## config.mk

```make
export PLATFORM = sky130hd
export DESIGN_NAME = twi_trap_wake_irq
export DESIGN_NICKNAME = d
export VERILOG_FILES = /design/src/hw/twi_pkg.sv /design/src/hw/twi_trap_wake_irq.sv
export SDC_FILE = /design/constraint.sdc
export NUM_CORES = 1
export LEC_CHECK = 0
export BUFFER_PORTS_ARGS = -buffer_cell sky130_fd_sc_hd__buf_2
export CAP_MARGIN = 20
export CORE_MARGIN = 2
export CORE_UTILIZATION = 48
export CTS_CLUSTER_SIZE = 8
export DETAILED_ROUTE_END_ITERATION = 6
export GPL_TIMING_DRIVEN = 0
export PLACE_DENSITY = 0.85
export SLEW_MARGIN = 40
export SYNTH_ARGS = -nofsm -noshare
export SYNTH_HDL_FRONTEND = slang
export SYNTH_SLANG_ARGS = --single-unit
```

## constraint.sdc

```tcl
create_clock -name i_sys_clk -period 2 [get_ports i_sys_clk]
set_input_delay 0.2 -clock i_sys_clk [delete_from_list [all_inputs] [get_ports i_sys_clk]]
set_output_delay 0.2 -clock i_sys_clk [all_outputs]
set_load 0.005 [all_outputs]
```

## src/hw/twi_pkg.sv

```systemverilog
package twi_pkg;
	localparam int          PORT_W        = 8;
	localparam logic [7:0]  TRAP_OPCODE   = 8'h00;
	localparam logic [7:0]  VEC_TRAP      = 8'hFE;
	localparam logic [7:0]  VEC_WAKE      = 8'hE2;
	localparam logic [7:0]  VEC_DEFAULT   = 8'hE0;
	localparam logic        PEND_RESET    = 1'b0;
	localparam logic [7:0]  WAKE_RESET    = 8'h00;
	localparam logic [7:0]  APB_BYTE_MASK = 8'hFF;
	// Register byte offsets
	localparam logic [11:0] REG_CTRL      = 12'h000;
	localparam logic [11:0] REG_WAKE_EN   = 12'h004;
	localparam logic [11:0] REG_WAKE_EDGE = 12'h008;
	localparam logic [11:0] REG_WAKE_PEND = 12'h00C;
	localparam logic [11:0] REG_STATUS    = 12'h010;
	// Control field positions
	localparam int          CTRL_GIE      = 0;
	localparam int          CTRL_PORT_EN  = 1;
	// Status field positions
	localparam int          ST_TRAP       = 0;
	localparam int          ST_IN_ISR     = 1;
	localparam int          ST_BOOT       = 2;
	localparam int          ST_LOWPWR     = 3;
	typedef enum logic [2:0] {
		TWI_RUN   = 3'b001,
		TWI_LOWPW = 3'b010,
		TWI_ISR   = 3'b100
	} twi_state_t;
endpackage

```

## src/hw/twi_trap_wake_irq.sv

```systemverilog
// Chosen here: the register addresses and register access over APB.
`timescale 1ns/1ps
// Functional notes
// [RULE1] Reset clears trap pending flag
// [RULE2] Trap raise sets trap pending flag
// [RULE3] Only clear instruction or reset clears
// [RULE4] Fetched opcode 00 raises trap
// [RULE5] Fetches beyond flash return zero
// [RULE6] Trap outranks every other source
// [RULE7] Trap keeps GLOBAL_IRQ_ENABLE; blocks others
// [RULE8] Trap routine accepts only trap
// [RULE9] Trap pushes its own opcode address
// [RULE10] Trap acknowledged without enable check
// [RULE11] Eight edge wake inputs, one vector
// [RULE12] Per-bit wake interrupt enable
// [RULE13] Per-bit rising/falling edge select
// [RULE14] Pending bits latch triggers
// [RULE15] Request needs GLOBAL_IRQ_ENABLE, port enable, pending
// [RULE16] Wake without irq resumes next instruction
// [RULE17] Wake with irq runs service first
// [RULE18] Maskable never preempts a running routine
// [RULE19] Boot ROM suppresses interrupts, keeps GLOBAL_IRQ_ENABLE
// [RULE20] Boot ROM drops repeat pending events
// [RULE21] Dispatch yields E0..FE low byte
// [RULE22] Wake inputs synchronised, pend in two; code sets pending on the second clock after the pin is sampled
module twi_trap_wake_irq #(
	parameter int PORT_W   = twi_pkg::PORT_W,
	parameter int FLASH_SZ = 8192
) (
	input  wire logic              i_sys_clk,        // Instruction clock
	input  wire logic              i_reset_n,        // Async reset, active low
	input  wire logic              psel,             // APB select
	input  wire logic              penable,          // APB enable
	input  wire logic              pwrite,           // APB direction
	input  wire logic [11:0]       paddr,            // APB byte address
	input  wire logic [31:0]       pwdata,           // APB write data
	output logic                   pready,           // APB ready
	output logic [31:0]            prdata,           // APB read data
	output logic                   pslverr,          // APB error
	input  wire logic [15:0]       i_fetch_addr,     // Program fetch address
	input  wire logic [7:0]        i_flash_data,     // Raw flash byte
	input  wire logic              i_fetch_load,     // Opcode loaded to instr reg
	output logic [7:0]             o_fetch_data,     // Fetched byte to core
	input  wire logic              i_clr_trap,       // Clear-pending instr executes
	input  wire logic              i_dispatch,       // Vector dispatch instr, 1st cycle
	input  wire logic              i_ret_irq,        // Return-from-interrupt executes
	input  wire logic              i_lowpwr_enter,   // Halt/idle entered
	input  wire logic              i_boot_rom,       // Executing from boot ROM
	input  wire logic [PORT_W-1:0] i_wake_pins,      // Wake port pins
	output logic                   o_trap_pending,   // Trap pending flag
	output logic                   o_irq_req,        // Interrupt request to core
	output logic                   o_trap_take,      // Take trap now, push own addr
	output logic [7:0]             o_vector_lo,      // Dispatch PC low byte
	output logic                   o_wake,           // Leave low-power mode
	output logic                   o_wake_to_isr     // Wake goes to service first
);

	logic [PORT_W-1:0] sync1, sync2, prev;
	logic [PORT_W-1:0] next_sync1, next_sync2, next_prev;
	logic [PORT_W-1:0] wake_en, wake_edge, wake_pend;
	logic [PORT_W-1:0] next_wake_en, next_wake_edge, next_wake_pend;
	logic              global_irq_enable, port_en, trap_pending;
	logic              next_gie, next_port_en, next_trap_pending;
	logic [7:0]        fetch_data, next_fetch_data;
	logic [7:0]        vector_lo, next_vector_lo;
	logic              irq_req, trap_take, wake, wake_to_isr;
	logic              next_irq_req, next_trap_take, next_wake, next_wake_to_isr;
	logic              rdy, err, next_rdy, next_err;
	logic [31:0]       rdata, next_rdata;
	twi_pkg::twi_state_t state, next_state;
	logic [PORT_W-1:0] edges, set_pend;
	logic [2:0]        armed, next_armed;
	logic              trap_fetch, wake_active, acc, wr;

	// Rising selected by 0, falling by 1
	function automatic logic [PORT_W-1:0] edge_hits(input logic [PORT_W-1:0] cur,
		input logic [PORT_W-1:0] old, input logic [PORT_W-1:0] sel);
		edge_hits = (cur & ~old & ~sel) | (~cur & old & sel); // [RULE13]
	endfunction

	always_comb begin
		next_fetch_data = (32'(i_fetch_addr) < 32'(FLASH_SZ)) ? i_flash_data : 8'h00; // [RULE5]
		next_sync1 = i_wake_pins;
		next_sync2 = sync1;
		next_prev  = sync2;
		next_armed = {armed[1:0], 1'b1};
	end

	assign trap_fetch  = i_fetch_load && (o_fetch_data == twi_pkg::TRAP_OPCODE); // [RULE4]
	// Held off until prev holds a real sample; a pin high at reset is no edge
	assign edges       = armed[2] ? edge_hits(sync2, prev, wake_edge) : '0; // [RULE22]
	// Boot ROM: an edge on an already pending bit is simply dropped
	assign set_pend    = edges;                                        // [RULE14] [RULE20]
	assign wake_active = |(wake_pend & wake_en);                       // [RULE12]
	assign acc         = psel && penable;
	assign wr          = acc && pwrite;

	always_comb begin
		next_gie          = global_irq_enable;
		next_port_en      = port_en;
		next_wake_en      = wake_en;
		next_wake_edge    = wake_edge;
		next_wake_pend    = wake_pend;
		next_trap_pending = trap_pending;
		next_rdy          = 1'b0;
		next_err          = 1'b0;
		next_rdata        = 32'h0000_0000;
		if (acc && !rdy) begin
			next_rdy = 1'b1;
			case (paddr)
				twi_pkg::REG_CTRL: begin
					next_rdata = {30'h0000_0000, port_en, global_irq_enable};
					if (wr) begin
						next_gie     = pwdata[twi_pkg::CTRL_GIE];
						next_port_en = pwdata[twi_pkg::CTRL_PORT_EN];
					end
				end
				twi_pkg::REG_WAKE_EN: begin
					next_rdata = {24'h00_0000, wake_en};
					if (wr) next_wake_en = pwdata[PORT_W-1:0];
				end
				twi_pkg::REG_WAKE_EDGE: begin
					next_rdata = {24'h00_0000, wake_edge};
					if (wr) next_wake_edge = pwdata[PORT_W-1:0];
				end
				twi_pkg::REG_WAKE_PEND: begin
					next_rdata = {24'h00_0000, wake_pend};
					// Write one to clear
					if (wr) next_wake_pend = wake_pend & ~pwdata[PORT_W-1:0];
				end
				twi_pkg::REG_STATUS: begin
					next_rdata = {28'h000_0000, state == twi_pkg::TWI_LOWPW, i_boot_rom,
						state == twi_pkg::TWI_ISR, trap_pending};
				end
				default: next_err = 1'b1;
			endcase
		end
		// Set wins over any clear in the same cycle
		next_wake_pend = next_wake_pend | set_pend;                  // [RULE14]
		if (i_clr_trap)
			next_trap_pending = 1'b0;                                // [RULE3]
		if (trap_fetch)
			next_trap_pending = 1'b1;                                // [RULE2]
	end

	always_comb begin
		next_state       = state;
		next_trap_take   = 1'b0;
		next_irq_req     = 1'b0;
		next_wake        = 1'b0;
		next_wake_to_isr = 1'b0;
		next_vector_lo   = vector_lo;
		// Trap: no enable check, GLOBAL_IRQ_ENABLE untouched, core pushes opcode address
		next_trap_take = trap_fetch;                                 // [RULE10] [RULE9] [RULE7]
		next_irq_req = !i_boot_rom && global_irq_enable && port_en && wake_active && !trap_pending
			&& state == twi_pkg::TWI_RUN;                            // [RULE15] [RULE18] [RULE19] [RULE8]
		if (i_dispatch) begin
			if (trap_pending)
				next_vector_lo = twi_pkg::VEC_TRAP;                  // [RULE6] [RULE21]
			else if (global_irq_enable && port_en && wake_active)
				next_vector_lo = twi_pkg::VEC_WAKE;                  // [RULE11]
			else
				next_vector_lo = twi_pkg::VEC_DEFAULT;               // [RULE21]
		end
		case (state)
			twi_pkg::TWI_RUN: begin
				if (i_lowpwr_enter)
					next_state = twi_pkg::TWI_LOWPW;
				else if (i_dispatch && !trap_pending && global_irq_enable && port_en && wake_active)
					next_state = twi_pkg::TWI_ISR;
			end
			twi_pkg::TWI_LOWPW: begin
				if (|set_pend) begin
					next_wake = 1'b1;
					// Irq enabled: service first, else resume next instr
					next_wake_to_isr = global_irq_enable && port_en && |(set_pend & wake_en); // [RULE16] [RULE17]
					next_state = twi_pkg::TWI_RUN;
				end
			end
			twi_pkg::TWI_ISR: begin
				if (i_ret_irq)
					next_state = twi_pkg::TWI_RUN;
			end
			default: next_state = twi_pkg::TWI_RUN;
		endcase
	end

	always_ff @(posedge i_sys_clk or negedge i_reset_n) begin
		if (!i_reset_n) begin
			sync1        <= '0;
			armed        <= 3'h0;
			sync2        <= '0;
			prev         <= '0;
			global_irq_enable          <= 1'b0;
			port_en      <= 1'b0;
			wake_en      <= twi_pkg::WAKE_RESET;
			wake_edge    <= twi_pkg::WAKE_RESET;
			wake_pend    <= twi_pkg::WAKE_RESET;
			trap_pending <= twi_pkg::PEND_RESET;                     // [RULE1]
			fetch_data   <= 8'h00;
			vector_lo    <= twi_pkg::VEC_DEFAULT;
			irq_req      <= 1'b0;
			trap_take    <= 1'b0;
			wake         <= 1'b0;
			wake_to_isr  <= 1'b0;
			rdy          <= 1'b0;
			err          <= 1'b0;
			rdata        <= 32'h0000_0000;
			state        <= twi_pkg::TWI_RUN;
		end else begin
			sync1        <= next_sync1;                              // [RULE22]
			sync2        <= next_sync2;
			prev         <= next_prev;
			armed        <= next_armed;
			global_irq_enable          <= next_gie;
			port_en      <= next_port_en;
			wake_en      <= next_wake_en;
			wake_edge    <= next_wake_edge;
			wake_pend    <= next_wake_pend;
			trap_pending <= next_trap_pending;
			fetch_data   <= next_fetch_data;
			vector_lo    <= next_vector_lo;
			irq_req      <= next_irq_req;
			trap_take    <= next_trap_take;
			wake         <= next_wake;
			wake_to_isr  <= next_wake_to_isr;
			rdy          <= next_rdy;
			err          <= next_err;
			rdata        <= next_rdata;
			state        <= next_state;
		end
	end

	assign pready         = rdy;
	assign pslverr        = err;
	assign prdata         = rdata;
	assign o_fetch_data   = fetch_data;
	assign o_trap_pending = trap_pending;
	assign o_irq_req      = irq_req;
	assign o_trap_take    = trap_take;
	assign o_vector_lo    = vector_lo;
	assign o_wake         = wake;
	assign o_wake_to_isr  = wake_to_isr;
endmodule // twi_trap_wake_irq

```

==> flow_summary.yaml <==
floorplan:
  die_w_um: 89.13
  core_um2: 7137
  die_y_um: 89.13
  initial_core_util_pct: 48.74
  io-pin-count: 142
  die-area_um2: 7943
  num_rows: 31
finish:
  nets: 492
  ff_latch_area_um2: 2028
  insertedDiodeCount: 0
  final_area_um2: 4476
  final_common_cell: "dfrtp_1"
  fin_cells: 509
  drive_gt1_share_pct: 38.05
  syn_to_final_growth_pct: 28.67
  nFillCells: 623
  final_cell_mix: "dfrtp_1 (80), buf_2 (75), buf_4 (30)"
  multiInputGateArea_um2: 1313
worst_setup_path:
  path_class: "reg2reg"
  endpoint_kind: "flop"
  cp_cell_sequence: "and4bb_1 > nand4_4 > nor4b_4 > buf_12 > mux2_2"
  worstSetupStartpointType: "flop"
  critPathArrivalTime_ns: 2.13
  cpMaxStageDelayCell: "dfrtp_1"
  cp_slowest_stage_delay_ns: 0.39
  crit_required_ns: 2.23
  cp_max_fo: 8
grt:
  grt_max_degree: 54
  grt_pass1_vias: 2425
  grt_pass1_wl_um: 11150
  grt_usage_pct: 18.69
  grt_overflow_total: 0
  grt_antenna_before_repair: 0
placed_design:
  dp_hpwl_um: 5043
  pre_cts_slack_ns: -0.1658
  place_inst: 483
  place_congestion: 0.8810
  io_buffers: 74
  post_dp_cell_area_um2: 4108
power:
  p_leak_uw: 0.002261
  p_int_uw: 2638
  peakVddDrop_uv: 383.3
  p_comb_share_pct: 9.7
  p_seq_share_pct: 51.0
  switching_share_pct: 22.27
  power.density_nw_per_um2: 758.2
  switching_power_uw: 755.5
  p_clk_share_pct: 39.3
flow_run:
  cap_violations: 0
clock_tree:
  cts_root_buffer: "clkbuf_8"
  cts_made_buffers: 9
  htreeDepth: 3
  clock_sink_count: 81
  cts_tree: "done"
  clkTransAtPathRegs_ns: 0.08
  clockBufferDepth: 2
  clk_latency_ns: 0.35
timing:
  post-route-period-util_pct: 94.89
  slew_violations: 0
  relSlewSlack_pct: 60.72
  final_hold_viol_count: 0
  setup_ws_ns: 0.1022
  fin_skew_ns: 0.006926
  tightest_slew_ns: 0.5893
  fmaxAchievable_mhz: 526.9
  setup_viol: 0
  fin_crit_ns: 1.898
yosys:
  synth_edf_count: 0
  synth-seq-area-share_pct: 58.31
  synth_warnings: 0
  synth.distinct_cells: 42
  netlist_area_um2: 3478
  synthFlopType: "dfrtp_1"
  synth.top_cell.area_share_pct: 57.55
  async_reset_ff_share_pct: 100.0
  synth_area_leader_cell: "dfrtp_1"
  ys_ff_latch: 81
  synth_area_leaders: "dfrtp_1 (58%), mux2_2 (7.1%), buf_4 (6.5%)"
  synthCells: 282
  syn_avg_cell_area_um2: 12.33
route:
  drtIter0Drc: 127
  vias_per_cell: 4.965
  dr.pass1.iters: 4
  ant_nets: 0
  routed-via-count: 2527
  drc: 0
  wire_per_inst_um: 13.63
  totalWireLength_um: 6937
status:
  status: "finished, final reports clean"
min_path:
  min_path_type: "in2reg"
stage by stage:
stage                     power, uW  setup TNS [ns]  utilization, %  hold slack (ns)
after detailed placement       2074          -1.360           57.56          0.08534
after floorplan                1922               0               -         -0.09559
after global placement         2056          -1.094           57.08           0.3074
after CTS                      3425               0           62.43          0.01458
final                          3393               0           62.71          0.02124
after global routing           3550       -0.005757           62.71          0.01593
what timing repair did:
action | in CTS | in global routing
setup buffers | 1 | 0
endpoints found under the hold margin | 36 | 0
pin swaps | 1 | 0
endpoints found under the setup margin | 12 | 8
hold buffers | 9 | 0
gates resized for setup | 2 | 3
cloned | 0 | 0
state kept, by name, indices dropped and copies added (netlist names):
signal,count
o_wake,1
prdata,8
wake_edge,8
o_trap_take,1
next_sync2,8
global_irq_enable,1
armed,3
prev,8
wake_en,8
pready,1
o_vector_lo,2
state,3
o_trap_pending,1
o_wake_to_isr,1
next_prev,8
port_en,1
o_irq_req,1
pslverr,1
wake_pend,8
o_fetch_data,8
path summary, 6_finish.rpt:
kind | start | endpoint | slack, ns | depth (start not counted)
setup / recovery | pready | wake_edge[7] | 0.10 | 5
hold / removal | i_boot_rom | o_irq_req | 0.02 | 2
setup reg to reg | pready | wake_edge[7] | 0.10 | 5
hold reg to reg | next_sync2[3] | next_prev[3] | 0.35 | 0
max in group asynchronous | i_reset_n | state[0] | 1.13 | 3
min in group asynchronous | i_reset_n | next_sync2[5] | 0.28 | 2
final cells by class:
type | count | area share (%)
flip-flops and latches | 81 | 45.32
plain buffers | 36 | 5.619
clock inverters | 4 | 1.677
inverters | 4 | 0.3355
well taps | 99 | 2.768
repair buffers | 85 | 11.49
clock buffers | 12 | 3.467
multi-input cells | 188 | 29.33
power by group through the flow:
stage / registers (uW) / clock network [uW] / logic, uW
global placement: 1760 / 0 / 296
global route: 1740 / 1440 / 372
floorplan: 1760 / 0 / 164
detailed placement: 1760 / 0 / 311
CTS: 1730 / 1370 / 327
finish: 1730 / 1330 / 329
critical path, delay by kind of cell (launching register included):
kind	cells	cell delay, ns
and+or+nand+nor	3	0.87
muxes	1	0.35
DFF	1	0.39
buffers and inverters	1	0.18
cell usage after synthesis (5+ instances only):
| cell | number |
|---|---|
| a21o_1 | 9 |
| nor2_1 | 13 |
| buf_4 | 30 |
| mux2_2 | 22 |
| nand2_1 | 21 |
| and2_1 | 11 |
| dfrtp_1 | 80 |
| nand4b_1 | 8 |
| a22oi_1 | 13 |
| a21oi_1 | 5 |
| nor3_1 | 6 |
metal layers:
layer	vias to the layer above	wire length (um)	global-route usage, %
met2	103	3384	30.03
met3	16	439	3.324
met4	0	222	10.31
met1	1210	2890	24.05
li1	1198	-	-
met5	-	0	0
kinds of logic (layout without fill, tap and decap cells):
logic type / count (synthesis) / in the layout / share of synthesized area [%]
simple gates: 91 / 91 / 16.94
compound gates: 40 / 40 / 7.986
mux: 28 / 28 / 8.921
other cells: 2 / 29 / 0.2159
flops: 81 / 81 / 58.31
buf+inv: 40 / 141 / 7.626
Note: power is estimated with default switching activity, not from simulation.
